$ cat src/supervisor_pkg.sv
// Constants, defaults and state types of the vehicle power supervisor
package supervisor_pkg;

  // Clock and one-second tick
  localparam int CLK_PERIOD_NS = 10;
  localparam int TICK_PERIOD_NS = 1_000_000_000;
  localparam int TICK_CYCLES = TICK_PERIOD_NS / CLK_PERIOD_NS;

  // Widths
  localparam int VAL_W = 16;
  localparam int SEL_W = 3;

  // Parameter select codes on the configuration port
  localparam logic [SEL_W-1:0] SEL_POWER_ON_WAIT = 3'h0;
  localparam logic [SEL_W-1:0] SEL_SHUTDOWN_NOTICE_WAIT = 3'h1;
  localparam logic [SEL_W-1:0] SEL_FORCED_CUTOFF_WAIT = 3'h2;
  localparam logic [SEL_W-1:0] SEL_BROWNOUT_NOTICE_WAIT = 3'h3;
  localparam logic [SEL_W-1:0] SEL_BROWNOUT_CUTOFF_WAIT = 3'h4;
  localparam logic [SEL_W-1:0] SEL_BATTERY_MIN_LEVEL = 3'h5;
  localparam int NUM_CFG = 6;

  // Reset values, seconds
  localparam logic [VAL_W-1:0] DEF_POWER_ON_WAIT = 16'h0002;
  localparam logic [VAL_W-1:0] DEF_SHUTDOWN_NOTICE_WAIT = 16'h0005;
  localparam logic [VAL_W-1:0] DEF_FORCED_CUTOFF_WAIT = 16'h003C;
  localparam logic [VAL_W-1:0] DEF_BROWNOUT_NOTICE_WAIT = 16'h001E;
  localparam logic [VAL_W-1:0] DEF_BROWNOUT_CUTOFF_WAIT = 16'h003C;

  // Accepted wait spans, seconds
  localparam logic [VAL_W-1:0] WAIT_MIN = 16'h0001;
  localparam logic [VAL_W-1:0] LONG_WAIT_MAX = 16'h4650;
  localparam logic [VAL_W-1:0] SHORT_WAIT_MAX = 16'h0E10;

  // Battery threshold, millivolts
  localparam logic [VAL_W-1:0] DEF_LEVEL_12V = 16'h2C9C;
  localparam logic [VAL_W-1:0] MIN_LEVEL_12V = 16'h276A;
  localparam logic [VAL_W-1:0] MAX_LEVEL_12V = 16'h2FDA;
  localparam logic [VAL_W-1:0] DEF_LEVEL_24V = 16'h57A8;
  localparam logic [VAL_W-1:0] MIN_LEVEL_24V = 16'h5276;
  localparam logic [VAL_W-1:0] MAX_LEVEL_24V = 16'h5AF0;

  // Cycles after reset release before the supply mode strap is trusted
  localparam logic [1:0] STRAP_SETTLE = 2'h3;

  typedef enum logic [2:0] {IG_OFF, IG_ON_WAIT, IG_RUN, IG_NOTICE, IG_HARD} ig_state_t;
  typedef enum logic [1:0] {BT_IDLE, BT_NOTICE, BT_HARD} bt_state_t;

endpackage

$ cat src/countdown_if.sv
// Signals shared by a sequencer, its second tick and its countdown
`timescale 1ns/1ps
interface countdown_if;
  logic load;
  logic [supervisor_pkg::VAL_W-1:0] load_val;
  logic run;
  logic tick;
  logic expired;

  modport ctrl (output load, output load_val, output run, input expired);
  modport ticker (input load, output tick);
  modport timer (input load, input load_val, input run, input tick, output expired);
endinterface

$ cat src/countdown_timer.sv
// Seconds countdown with load, hold and expiry pulse
`timescale 1ns/1ps
module countdown_timer (
  input wire logic clk, // System clock
  input wire logic rst_n, // Asynchronous reset, active low
  countdown_if.timer cd // Load, run and tick in, expiry out
);
  logic [supervisor_pkg::VAL_W-1:0] count_r;
  logic step;

  assign step = cd.run && cd.tick && (count_r != '0);

  // Count down one per tick while running
  always_ff @(posedge clk or negedge rst_n) begin
    if (!rst_n) begin
      count_r <= '0;
    end else if (cd.load) begin
      count_r <= cd.load_val;
    end else if (step) begin
      count_r <= count_r - 1'b1;
    end
  end

  // One-cycle pulse as the count reaches zero
  always_ff @(posedge clk or negedge rst_n) begin
    if (!rst_n) begin
      cd.expired <= 1'b0;
    end else begin
      cd.expired <= step && (count_r == 16'h0001) && !cd.load;
    end
  end
endmodule

$ cat src/second_tick.sv
// One-second enable pulse, restarted whenever a countdown is loaded
`timescale 1ns/1ps
module second_tick #(
  parameter int unsigned TICK_CYCLES = supervisor_pkg::TICK_CYCLES
) (
  input wire logic clk, // System clock
  input wire logic rst_n, // Asynchronous reset, active low
  countdown_if.ticker cd // Load in, tick out
);
  localparam int CNT_W = $clog2(TICK_CYCLES + 1);
  localparam logic [CNT_W-1:0] LAST = CNT_W'(TICK_CYCLES - 1);

  logic [CNT_W-1:0] cnt_r;

  // Prescaler, so the first tick falls a whole second after load
  always_ff @(posedge clk or negedge rst_n) begin
    if (!rst_n) begin
      cnt_r <= '0;
      cd.tick <= 1'b0;
    end else if (cd.load) begin
      cnt_r <= '0;
      cd.tick <= 1'b0;
    end else if (cnt_r == LAST) begin
      cnt_r <= '0;
      cd.tick <= 1'b1;
    end else begin
      cnt_r <= cnt_r + 1'b1;
      cd.tick <= 1'b0;
    end
  end
endmodule

$ cat src/vehicle_power_supervisor.sv
// Vehicle power supervisor: ignition and low-battery power sequencing
`timescale 1ns/1ps
module vehicle_power_supervisor #(
  parameter int unsigned TICK_CYCLES = supervisor_pkg::TICK_CYCLES
) (
  input wire logic SYS_CLK, // 100 MHz always-on clock
  input wire logic RST_N, // Asynchronous reset, active low
  input wire logic IGN_IN, // Ignition pin, high when on
  input wire logic MODE_24V, // Supply mode strap, high for 24 V
  input wire logic [15:0] BATT_MV, // Battery voltage in mV from converter
  input wire logic CFG_WR, // Parameter write strobe
  input wire logic [2:0] CFG_SEL, // Parameter select
  input wire logic [15:0] CFG_WDATA, // Parameter write value
  output logic [15:0] CFG_RDATA, // Selected parameter value
  output logic CFG_ERR, // Pulse: write refused as out of range
  output logic SYS_PWR_EN, // System power switch
  output logic PWR_LED, // Power indicator
  output logic PWRBTN_EVT // Pulse: power-button event to host
);
  localparam int VW = supervisor_pkg::VAL_W;

  logic [1:0] ign_sync_r;
  logic [1:0] mode_sync_r;
  logic ign;
  logic mode24;
  logic [1:0] settle_r;
  logic [VW-1:0] cfg_r [supervisor_pkg::NUM_CFG];
  supervisor_pkg::ig_state_t ig_state_r;
  supervisor_pkg::bt_state_t bt_state_r;
  logic armed_r;
  logic batt_low;
  logic batt_high;
  logic ig_evt;
  logic bt_evt;
  logic cut;
  logic [VW-1:0] ig_val_nxt;
  logic [VW-1:0] bt_val_nxt;
  logic ig_load_nxt;
  logic bt_load_nxt;

  countdown_if ig_cd ();
  countdown_if bt_cd ();

  // Accept a write only inside the documented span
  function automatic logic in_range(input logic [2:0] sel, input logic [VW-1:0] val, input logic m24);
    logic [VW-1:0] lo;
    logic [VW-1:0] hi;
    lo = supervisor_pkg::WAIT_MIN;
    hi = supervisor_pkg::LONG_WAIT_MAX;
    unique case (sel)
      supervisor_pkg::SEL_BROWNOUT_NOTICE_WAIT,
      supervisor_pkg::SEL_BROWNOUT_CUTOFF_WAIT: begin
        hi = supervisor_pkg::SHORT_WAIT_MAX;
      end
      supervisor_pkg::SEL_BATTERY_MIN_LEVEL: begin
        lo = m24 ? supervisor_pkg::MIN_LEVEL_24V : supervisor_pkg::MIN_LEVEL_12V;
        hi = m24 ? supervisor_pkg::MAX_LEVEL_24V : supervisor_pkg::MAX_LEVEL_12V;
      end
      default: begin
      end
    endcase
    return (sel < 3'(supervisor_pkg::NUM_CFG)) && (val >= lo) && (val <= hi);
  endfunction

  // Pin synchronisers
  always_ff @(posedge SYS_CLK or negedge RST_N) begin
    if (!RST_N) begin
      ign_sync_r <= 2'b00;
      mode_sync_r <= 2'b00;
    end else begin
      ign_sync_r <= {ign_sync_r[0], IGN_IN};
      mode_sync_r <= {mode_sync_r[0], MODE_24V};
    end
  end
  assign ign = ign_sync_r[1];
  assign mode24 = mode_sync_r[1];

  // Strap settling counter after reset release
  always_ff @(posedge SYS_CLK or negedge RST_N) begin
    if (!RST_N) begin
      settle_r <= 2'b00;
    end else if (settle_r != supervisor_pkg::STRAP_SETTLE) begin
      settle_r <= settle_r + 1'b1;
    end
  end

  // Parameter store with defaults and checked writes
  always_ff @(posedge SYS_CLK or negedge RST_N) begin
    if (!RST_N) begin
      cfg_r[supervisor_pkg::SEL_POWER_ON_WAIT] <= supervisor_pkg::DEF_POWER_ON_WAIT;
      cfg_r[supervisor_pkg::SEL_SHUTDOWN_NOTICE_WAIT] <= supervisor_pkg::DEF_SHUTDOWN_NOTICE_WAIT;
      cfg_r[supervisor_pkg::SEL_FORCED_CUTOFF_WAIT] <= supervisor_pkg::DEF_FORCED_CUTOFF_WAIT;
      cfg_r[supervisor_pkg::SEL_BROWNOUT_NOTICE_WAIT] <= supervisor_pkg::DEF_BROWNOUT_NOTICE_WAIT;
      cfg_r[supervisor_pkg::SEL_BROWNOUT_CUTOFF_WAIT] <= supervisor_pkg::DEF_BROWNOUT_CUTOFF_WAIT;
      cfg_r[supervisor_pkg::SEL_BATTERY_MIN_LEVEL] <= supervisor_pkg::DEF_LEVEL_12V;
    end else if (settle_r == 2'h2 && mode24) begin
      cfg_r[supervisor_pkg::SEL_BATTERY_MIN_LEVEL] <= supervisor_pkg::DEF_LEVEL_24V;
    end else if (CFG_WR && in_range(CFG_SEL, CFG_WDATA, mode24)) begin
      cfg_r[CFG_SEL] <= CFG_WDATA;
    end
  end

  // Readback and refused-write flag
  always_ff @(posedge SYS_CLK or negedge RST_N) begin
    if (!RST_N) begin
      CFG_RDATA <= '0;
      CFG_ERR <= 1'b0;
    end else begin
      CFG_RDATA <= (CFG_SEL < 3'(supervisor_pkg::NUM_CFG)) ? cfg_r[CFG_SEL] : '0;
      CFG_ERR <= CFG_WR && !in_range(CFG_SEL, CFG_WDATA, mode24);
    end
  end

  // Battery comparison against the programmed level
  assign batt_low = BATT_MV < cfg_r[supervisor_pkg::SEL_BATTERY_MIN_LEVEL];
  assign batt_high = BATT_MV > cfg_r[supervisor_pkg::SEL_BATTERY_MIN_LEVEL];

  // Event and cutoff conditions
  assign ig_evt = (ig_state_r == supervisor_pkg::IG_NOTICE) && ig_cd.expired && !ign;
  assign bt_evt = (bt_state_r == supervisor_pkg::BT_NOTICE) && bt_cd.expired && !batt_high;
  assign cut = ((ig_state_r == supervisor_pkg::IG_HARD) && ig_cd.expired) ||
               ((bt_state_r == supervisor_pkg::BT_HARD) && bt_cd.expired);

  // Ignition countdown load requests
  always_comb begin
    ig_load_nxt = 1'b0;
    ig_val_nxt = cfg_r[supervisor_pkg::SEL_POWER_ON_WAIT];
    unique case (ig_state_r)
      supervisor_pkg::IG_OFF: begin
        ig_load_nxt = ign && armed_r;
      end
      supervisor_pkg::IG_RUN: begin
        ig_load_nxt = !ign && !cut;
        ig_val_nxt = cfg_r[supervisor_pkg::SEL_SHUTDOWN_NOTICE_WAIT];
      end
      supervisor_pkg::IG_NOTICE: begin
        ig_load_nxt = ign || ig_evt;
        ig_val_nxt = ign ? cfg_r[supervisor_pkg::SEL_SHUTDOWN_NOTICE_WAIT]
                         : cfg_r[supervisor_pkg::SEL_FORCED_CUTOFF_WAIT];
      end
      default: begin
      end
    endcase
  end

  // Brownout countdown load requests
  always_comb begin
    bt_load_nxt = 1'b0;
    bt_val_nxt = cfg_r[supervisor_pkg::SEL_BROWNOUT_NOTICE_WAIT];
    unique case (bt_state_r)
      supervisor_pkg::BT_IDLE: begin
        bt_load_nxt = SYS_PWR_EN && batt_low && !cut;
      end
      supervisor_pkg::BT_NOTICE: begin
        bt_load_nxt = bt_evt;
        bt_val_nxt = cfg_r[supervisor_pkg::SEL_BROWNOUT_CUTOFF_WAIT];
      end
      default: begin
      end
    endcase
  end

  assign ig_cd.load = ig_load_nxt;
  assign ig_cd.load_val = ig_val_nxt;
  assign ig_cd.run = (ig_state_r != supervisor_pkg::IG_OFF) && (ig_state_r != supervisor_pkg::IG_RUN);
  assign bt_cd.load = bt_load_nxt;
  assign bt_cd.load_val = bt_val_nxt;
  assign bt_cd.run = bt_state_r != supervisor_pkg::BT_IDLE;

  // Ignition sequencer
  always_ff @(posedge SYS_CLK or negedge RST_N) begin
    if (!RST_N) begin
      ig_state_r <= supervisor_pkg::IG_OFF;
    end else if (cut) begin
      ig_state_r <= supervisor_pkg::IG_OFF;
    end else begin
      unique case (ig_state_r)
        supervisor_pkg::IG_OFF: begin
          if (ign && armed_r) begin
            ig_state_r <= supervisor_pkg::IG_ON_WAIT;
          end
        end
        supervisor_pkg::IG_ON_WAIT: begin
          if (!ign) begin
            ig_state_r <= supervisor_pkg::IG_OFF;
          end else if (ig_cd.expired) begin
            ig_state_r <= supervisor_pkg::IG_RUN;
          end
        end
        supervisor_pkg::IG_RUN: begin
          if (!ign) begin
            ig_state_r <= supervisor_pkg::IG_NOTICE;
          end
        end
        supervisor_pkg::IG_NOTICE: begin
          if (ign) begin
            ig_state_r <= supervisor_pkg::IG_RUN;
          end else if (ig_cd.expired) begin
            ig_state_r <= supervisor_pkg::IG_HARD;
          end
        end
        supervisor_pkg::IG_HARD: begin
          ig_state_r <= supervisor_pkg::IG_HARD;
        end
      endcase
    end
  end

  // Low-battery sequencer
  always_ff @(posedge SYS_CLK or negedge RST_N) begin
    if (!RST_N) begin
      bt_state_r <= supervisor_pkg::BT_IDLE;
    end else if (cut || !SYS_PWR_EN) begin
      bt_state_r <= supervisor_pkg::BT_IDLE;
    end else begin
      unique case (bt_state_r)
        supervisor_pkg::BT_IDLE: begin
          if (batt_low) begin
            bt_state_r <= supervisor_pkg::BT_NOTICE;
          end
        end
        supervisor_pkg::BT_NOTICE: begin
          if (batt_high) begin
            bt_state_r <= supervisor_pkg::BT_IDLE;
          end else if (bt_cd.expired) begin
            bt_state_r <= supervisor_pkg::BT_HARD;
          end
        end
        supervisor_pkg::BT_HARD: begin
          bt_state_r <= supervisor_pkg::BT_HARD;
        end
      endcase
    end
  end

  // Re-arm power-up only after ignition has been seen off
  always_ff @(posedge SYS_CLK or negedge RST_N) begin
    if (!RST_N) begin
      armed_r <= 1'b1;
    end else if (!ign) begin
      armed_r <= 1'b1;
    end else if (cut) begin
      armed_r <= 1'b0;
    end
  end

  // Power switch, indicator and host event
  always_ff @(posedge SYS_CLK or negedge RST_N) begin
    if (!RST_N) begin
      SYS_PWR_EN <= 1'b0;
      PWR_LED <= 1'b0;
      PWRBTN_EVT <= 1'b0;
    end else begin
      if (cut) begin
        SYS_PWR_EN <= 1'b0;
      end else if (ig_state_r == supervisor_pkg::IG_ON_WAIT && ign && ig_cd.expired) begin
        SYS_PWR_EN <= 1'b1;
      end
      PWR_LED <= SYS_PWR_EN && !cut && (ig_state_r != supervisor_pkg::IG_HARD) &&
                 (bt_state_r != supervisor_pkg::BT_HARD);
      PWRBTN_EVT <= !cut && (ig_evt || bt_evt);
    end
  end

  // Per-path second ticks and countdowns
  second_tick #(.TICK_CYCLES(TICK_CYCLES)) ig_tick (
    .clk(SYS_CLK),
    .rst_n(RST_N),
    .cd(ig_cd.ticker)
  );
  countdown_timer ig_timer (
    .clk(SYS_CLK),
    .rst_n(RST_N),
    .cd(ig_cd.timer)
  );
  second_tick #(.TICK_CYCLES(TICK_CYCLES)) bt_tick (
    .clk(SYS_CLK),
    .rst_n(RST_N),
    .cd(bt_cd.ticker)
  );
  countdown_timer bt_timer (
    .clk(SYS_CLK),
    .rst_n(RST_N),
    .cd(bt_cd.timer)
  );
endmodule

$ cat config.mk
export PLATFORM = sky130hd
export DESIGN_NAME = vehicle_power_supervisor
export DESIGN_NICKNAME = d
export VERILOG_FILES = /design/src/supervisor_pkg.sv /design/src/countdown_if.sv /design/src/countdown_timer.sv /design/src/second_tick.sv /design/src/vehicle_power_supervisor.sv
export SDC_FILE = /design/constraint.sdc
export NUM_CORES = 1
export LEC_CHECK = 0
export BUFFER_PORTS_ARGS = -buffer_cell sky130_fd_sc_hd__buf_4
export CORE_MARGIN = 2
export CORE_UTILIZATION = 45
export CTS_CLUSTER_DIAMETER = 150
export DETAILED_ROUTE_END_ITERATION = 7
export PLACE_DENSITY = 0.63
export SETUP_SLACK_MARGIN = 0.2
export SLEW_MARGIN = 25
export SYNTH_ARGS = -nofsm -noshare
export SYNTH_HDL_FRONTEND = slang
export SYNTH_HIERARCHICAL = 1
export SYNTH_SLANG_ARGS = --single-unit
$ cat constraint.sdc
create_clock -name SYS_CLK -period 3.3 [get_ports SYS_CLK]
set_input_delay 0.66 -clock SYS_CLK [delete_from_list [all_inputs] [get_ports SYS_CLK]]
set_output_delay 0.66 -clock SYS_CLK [all_outputs]
set_load 0.005 [all_outputs]
== After elaboration in Yosys (flattened, before gate mapping) ==
Index checks and enable logic that the tools add are counted.
Cells by class
  $add $sub $neg: 5
  $lt $le $gt $ge: 9
  eq/ne operators: 25
  multiplexer cells: 49
  bitwise logic cells: 2
  reduce and logical (&&, ||, !) cells: 58
Operator list (number)
  $mux W16: 14
  $mux W27: 4
  $bwmux W96: 1
  $add A27 B1 Y27 const B: 2
  $eq A27 B27 Y1 const B: 2
  $bmux W16 S3: 1
  $demux W16 S3: 1
  $mux W15: 3
  $logic_and A1 B1 Y1: 33
  $eq A16 B1 Y1 const B: 2
  $ge A16 B16 Y1: 2
  $le A16 B16 Y1: 2
  $pmux W16 S2: 1
  $reduce_bool A16 Y1: 2
  $sub A16 B1 Y16 const B: 2
  $pmux W15 S2: 1
  $mux W3: 7
  $gt A16 B16 Y1: 1
  $lt A16 B16 Y1: 1
  $pmux W3 S5: 1
  $ne A3 B3 Y1 const B: 4
  $reduce_bool A2 Y1: 5
  $eq A3 B2 Y1 const B: 3
  $eq A3 B3 Y1 const B: 3
  other kinds (27): 50
Storage, ports and cells
  register bits: 218
  output and inout bits: 20
  logic and storage cells: 173

== Logic depth before layout (Yosys ltp) ==
  depth after elaboration: 9
  mapped depth: 15
  gate-level depth less buffers: 11

== Hierarchy ==
The synthesis kept the hierarchy.
Modules (own cells, without submodules)
  vehicle_power_supervisor: instances 1, cells an instance 632, area an instance 7229.4 um^2, seq. area each 3231.8 um^2
  second_tick: instances 2, cells an instance 156, area an instance 1549.0 um^2, seq. area each 700.7 um^2
  countdown_timer: instances 2, cells an instance 127, area an instance 1078.5 um^2, seq. area each 425.4 um^2

== Least setup slack after synthesis ==
Ideal clock, no wire load.
  path type: input port to flip-flop
  start point: input CFG_SEL[2]
  end point: register cfg_r[38] in the netlist's numbering
  arrival time: 3411 ps
  data required time: 3175 ps
  setup slack: -236 ps
  stages: 13
  cell sequence: buf_2 -> and2b_1 -> and2_1 -> buf_2 -> nand2b_1 -> ha_1 -> a21o_1 -> a211o_1 -> a2bb2oi_1 -> a21oi_4 -> nor3b_4 -> buf_8 -> mux2_4
Between the ends
  cells in the longest elaborated chain, start to end: 8
  elaborated cells on any way between the ends: 22
  classes of those cells: 5 x order compare; 3 x eq/ne; 7 x mux; 1 x bitwise; 6 x reduce/logical
Ends and longest elaborated chain
  start, declared: RTL line vehicle_power_supervisor.sv:12  | input wire logic [2:0] CFG_SEL,
  $eq A3 B2 Y1 / $eq A3 B3 Y1 (equally long branches): RTL line vehicle_power_supervisor.sv:50  | unique case (sel)
  $reduce_or A2 Y1 / $mux W15 (equally long branches): RTL line vehicle_power_supervisor.sv:50
  $pmux W15 S2 / $mux W16 (equally long branches): RTL line vehicle_power_supervisor.sv:50, vehicle_power_supervisor.sv:96
  $mux W16 / $ge A16 B16 Y1 (equally long branches): RTL line vehicle_power_supervisor.sv:96, vehicle_power_supervisor.sv:62
  $le A16 B16 Y1 / $logic_and A1 B1 Y1 (equally long branches): RTL line vehicle_power_supervisor.sv:62  | return (sel < 3'(supervisor_pkg::NUM_CFG)) && (val >= lo) && (val <= hi);
  $logic_and A1 B1 Y1: RTL line vehicle_power_supervisor.sv:62
  $logic_and A1 B1 Y1: RTL line vehicle_power_supervisor.sv:98  | end else if (CFG_WR && in_range(CFG_SEL, CFG_WDATA, mode24)) begin
  $reduce_and A2 Y1 (no line)
  end signal, assigned by index: RTL line vehicle_power_supervisor.sv:94  | cfg_r[supervisor_pkg::SEL_BROWNOUT_CUTOFF_WAIT] <= supervisor_pkg::DEF_BROWNOUT_CUTOFF_WAIT;
  end signal, assigned by index: RTL line vehicle_power_supervisor.sv:95  | cfg_r[supervisor_pkg::SEL_BATTERY_MIN_LEVEL] <= supervisor_pkg::DEF_LEVEL_12V;
  end signal, assigned by index: RTL line vehicle_power_supervisor.sv:97  | cfg_r[supervisor_pkg::SEL_BATTERY_MIN_LEVEL] <= supervisor_pkg::DEF_LEVEL_24V;
  end, declared: RTL line vehicle_power_supervisor.sv:27  | logic [VW-1:0] cfg_r [supervisor_pkg::NUM_CFG];
Several ways; a longest one is shown, not always the timed one. The select of a mux whose other input is x is not followed.
A chain may end at the register's enable or synchronous reset.

== Worst setup path in the final report ==
  start point: register cfg_r[13] in the netlist's numbering
  end point: register bt_timer/count_r[2] in the netlist's numbering
Between the ends
  cells in the longest elaborated chain, start to end: 5
  elaborated cells on any way between the ends: 9
  classes of those cells: 2 x order compare; 2 x mux; 5 x reduce/logical
Ends and longest elaborated chain
  start signal, assigned by index: RTL line vehicle_power_supervisor.sv:90  | cfg_r[supervisor_pkg::SEL_POWER_ON_WAIT] <= supervisor_pkg::DEF_POWER_ON_WAIT;
  start signal, assigned by index: RTL line vehicle_power_supervisor.sv:91  | cfg_r[supervisor_pkg::SEL_SHUTDOWN_NOTICE_WAIT] <= supervisor_pkg::DEF_SHUTDOWN_NOTICE_WAIT;
  start signal, assigned by index: RTL line vehicle_power_supervisor.sv:92  | cfg_r[supervisor_pkg::SEL_FORCED_CUTOFF_WAIT] <= supervisor_pkg::DEF_FORCED_CUTOFF_WAIT;
  $gt A16 B16 Y1 / $lt A16 B16 Y1 (equally long branches): RTL line vehicle_power_supervisor.sv:116, vehicle_power_supervisor.sv:115
  $logic_not A1 Y1 / $logic_and A1 B1 Y1 (equally long branches): RTL line vehicle_power_supervisor.sv:120, vehicle_power_supervisor.sv:152
  $logic_and A1 B1 Y1 (on tied branches): RTL line vehicle_power_supervisor.sv:120, vehicle_power_supervisor.sv:152
  $pmux W1 S2 (*): RTL line vehicle_power_supervisor.sv:150  | unique case (bt_state_r)
  via bt_cd.load: RTL line countdown_if.sv:4  | logic load;
  $mux W16 / $reduce_bool A2 Y1 (equally long branches)
  end signal, assigned: RTL line countdown_timer.sv:18  | count_r <= cd.load_val;
  end signal, assigned: RTL line countdown_timer.sv:20  | count_r <= count_r - 1'b1;
  end, declared: RTL line countdown_timer.sv:8  | logic [supervisor_pkg::VAL_W-1:0] count_r;
The timed path passes the listed nets; every way through them passes the cells marked *.

==> impl_metrics.py <==
metrics = {
    "routing": {
        "first_iter_violations": 745,
        "drc": 0,
        "drt-total-wl_mm": 33.0,
        "viasPerCell": 5.95,
        "detail-route-antenna-nets": 0,
        "firstDrtPassIters": 5,
        "wl_per_cell_um": 19.6,
        "dr_total_vias": 9987,
    },
    "critical_path": {
        "r2r-end": "bt_timer/count_r[2]",
        "reg2reg_depth": 12,
        "r2r_slack_ns": 0.30,
        "startpoint_type": "register",
        "path_class": "register to register",
        "r2r_start": "cfg_r[13]",
        "end_kind": "register",
        "worstPathMaxFanout": 13,
        "crit_arrival_ns": 3.45,
        "crit_start": "cfg_r[13]",
        "required_ns": 3.75,
    },
    "synth": {
        "yosysMostFrequentCell": "dfrtp_1",
        "synth_edf_count": 0,
        "avgSynthCellArea_um2": 10.4,
        "synth-seq-area-share_pct": 43.9,
        "synth_cells": 1198,
        "async_flop_share_pct": 100,
        "synth_area_leader_cell": "dfrtp_1",
        "synth_top_area_share_pct": 39.1,
        "netlist-cell-type-count": 74,
        "synth_area_mm2": 0.0125,
        "synth_ff_type": "dfrtp_1",
        "synth-seq-cells": 218,
        "ys_top_cells_by_count": "dfrtp_1, nor2_1, nand2_1",
        "synth_area_leaders": "dfrtp_1, mux2_2, ha_1",
        "yosysWarnings": 6,
        "synth_fp_nets": 1287,
    },
    "die": {
        "start_util_pct": 46.1,
        "die_y_um": 171,
        "ios": 60,
        "die_area_mm2": 0.0291,
        "fp.dieW_um": 171,
        "design.core.area_mm2": 0.0271,
        "row_count": 60,
    },
    "clock_tree": {
        "cts-buffers-inserted": 25,
        "clockBufferDepth": 3,
        "cts_hold_buffers": 0,
        "clk_pin_slew_ns": 0.06,
        "cts.htree.levels": 1,
        "cts_root_buf": "clkbuf_16",
        "cts_num_sinks": 218,
        "cts_tree": "done",
        "clk_latency_ns": 0.52,
    },
    "timing": {
        "finalCriticalPeriod_ns": 3.00,
        "setup_violations": 0,
        "hold_viol": 0,
        "max_slew_margin_pct": 31.6,
        "fmax_mhz": 334,
        "rsz0062_at_grt": "yes",
        "hold_ws_ns": 0.152,
        "fin_worst_skew_ns": 0.00859,
        "slew_viol_final": 0,
        "post-route-period-util_pct": 90.8,
        "tightest_slew_ns": 1.02,
    },
    "grt": {
        "antenna_found_initial": 1,
        "overflow": 0,
        "grt_usage_pct": 23.0,
        "grt_pass1_wl_mm": 53.0,
        "grt_pass1_vias": 9618,
        "grt_start_max_net_pins": 88,
    },
    "power_and_ir_drop": {
        "leakage_nw": 6.33,
        "irDropWorstVdd_mv": 0.302,
        "p_per_area_mw_per_mm2": 532,
    },
    "place": {
        "portBuffers": 59,
        "routabilityCongestion": 0.892,
        "dp.final_hpwl_mm": 23.4,
    },
    "run": {
        "maxCapViolations": 0,
    },
    "cells_and_area": {
        "drive_gt1_share_pct": 25.2,
        "multi_input_area_mm2": 0.00661,
        "areaGrowthSynthToFinish_pct": 17.0,
        "utilization_pct": 53.9,
        "fillers": 2401,
        "nNetsFinal": 1377,
        "regArea_mm2": 0.00548,
    },
    "hold_path": {
        "hold_class": "input port to asynchronous set/reset pin",
    },
    "outcome": {
        "status": "complete, no violations",
    },
}
[where the power goes]
part	internal [mW]	leakage [nW]	switching [mW]
clock	1.87	0.428	1.12
sequential	3.10	2.73	0.356
combinational	0.678	3.17	0.655
total	5.65	6.33	2.13
[through the flow]
step,area (um^2),power (mW),setup slack (ns),instances,TNS [ns]
finish,14600,7.77,0.302,1679,0
global route,14600,8.13,0.169,1679,0
CTS,14600,7.82,0.252,1676,0
detailed placement,13700,4.80,-0.334,1631,-24.76
global placement,13700,4.77,-0.212,1631,-13.79
floorplan,12600,4.23,-0.134,1198,-1.72
[flip-flops by register name, summed over array words and instances (netlist names), 2 cells and up]
register / cells
settle_r: 2
cfg_r: 96
bt_tick/cnt_r: 27
mode_sync_r: 2
ig_state_r: 3
ig_tick/cnt_r: 27
bt_timer/count_r: 16
ig_timer/count_r: 16
ign_sync_r: 2
bt_state_r: 2
CFG_RDATA: 16
[worst max path at each step]
stage | slack, ns | endpoint
2_1_floorplan | -0.13 | cfg_r[38]
3_3_place_gp | -0.21 | bt_tick/cnt_r[13]
3_5_place_dp | -0.33 | bt_tick/cnt_r[13]
4_1_cts | 0.25 | bt_timer/count_r[2]
5_1_grt | 0.17 | bt_timer/count_r[2]
6_report | 0.30 | bt_timer/count_r[2]
[cell type report]
class                      instances  area share, %
antenna                            1         0.0171
clock buffer                      36           4.84
clock inverter                     9           1.18
inverter                          41           1.05
multi-input combinational        882           45.2
sequential                       218           37.6
tap                              372           3.19
timing repair buffer             120           6.93
[worst max-delay path: stages (launching register included)]
cell	delay, ns
dfstp_2	0.57
inv_1	0.06
ha_1	0.28
nand4_1	0.12
buf_4	0.18
nor4_4	0.33
o21ai_2	0.14
and3_4	0.19
a32oi_1	0.18
nor2_1	0.10
buf_6	0.16
or4_1	0.52
nand3_1	0.10
[cell families after synthesis]
logic type      after synthesis  synth area share, %
simple gates                447                 20.8
flops                       218                 43.9
buf+inv                      98                 4.25
fa+ha+maj                    49                 4.91
compound gates              242                 12.8
mux                         117                 11.4
xor+xnor                     27                 1.89
[cell usage in the layout (no fill, tap or decap), types with 33 or more instances in the layout]
cell type / Yosys / final
dfrtp_1: 195 / 195
buf_4: 4 / 110
nor2_1: 89 / 88
nand2_1: 81 / 81
mux2_2: 55 / 55
o21ai_0: 51 / 50
a22oi_1: 50 / 50
ha_1: 49 / 47
a21oi_1: 46 / 46
nand3_1: 46 / 45
inv_1: 41 / 40
nand4_1: 39 / 39
mux2_4: 36 / 36
or4_1: 33 / 33
[timing repair]
action	CTS	global route
gates resized for setup	4	7
gates cloned	0	0
setup endpoints to repair	39	39
pin swaps	1	2
setup buffers	0	2
[routing by layer]
layer  GRT usage, %  share of wire (%)  vias up
met4           8.92                3.6        0
met2           37.0                 46      315
met3           3.63                6.2       63
li1               -                  -     4676
met5              0                  0        -
met1           31.2                 44     4933
Note: power is estimated with default switching activity, not from simulation.
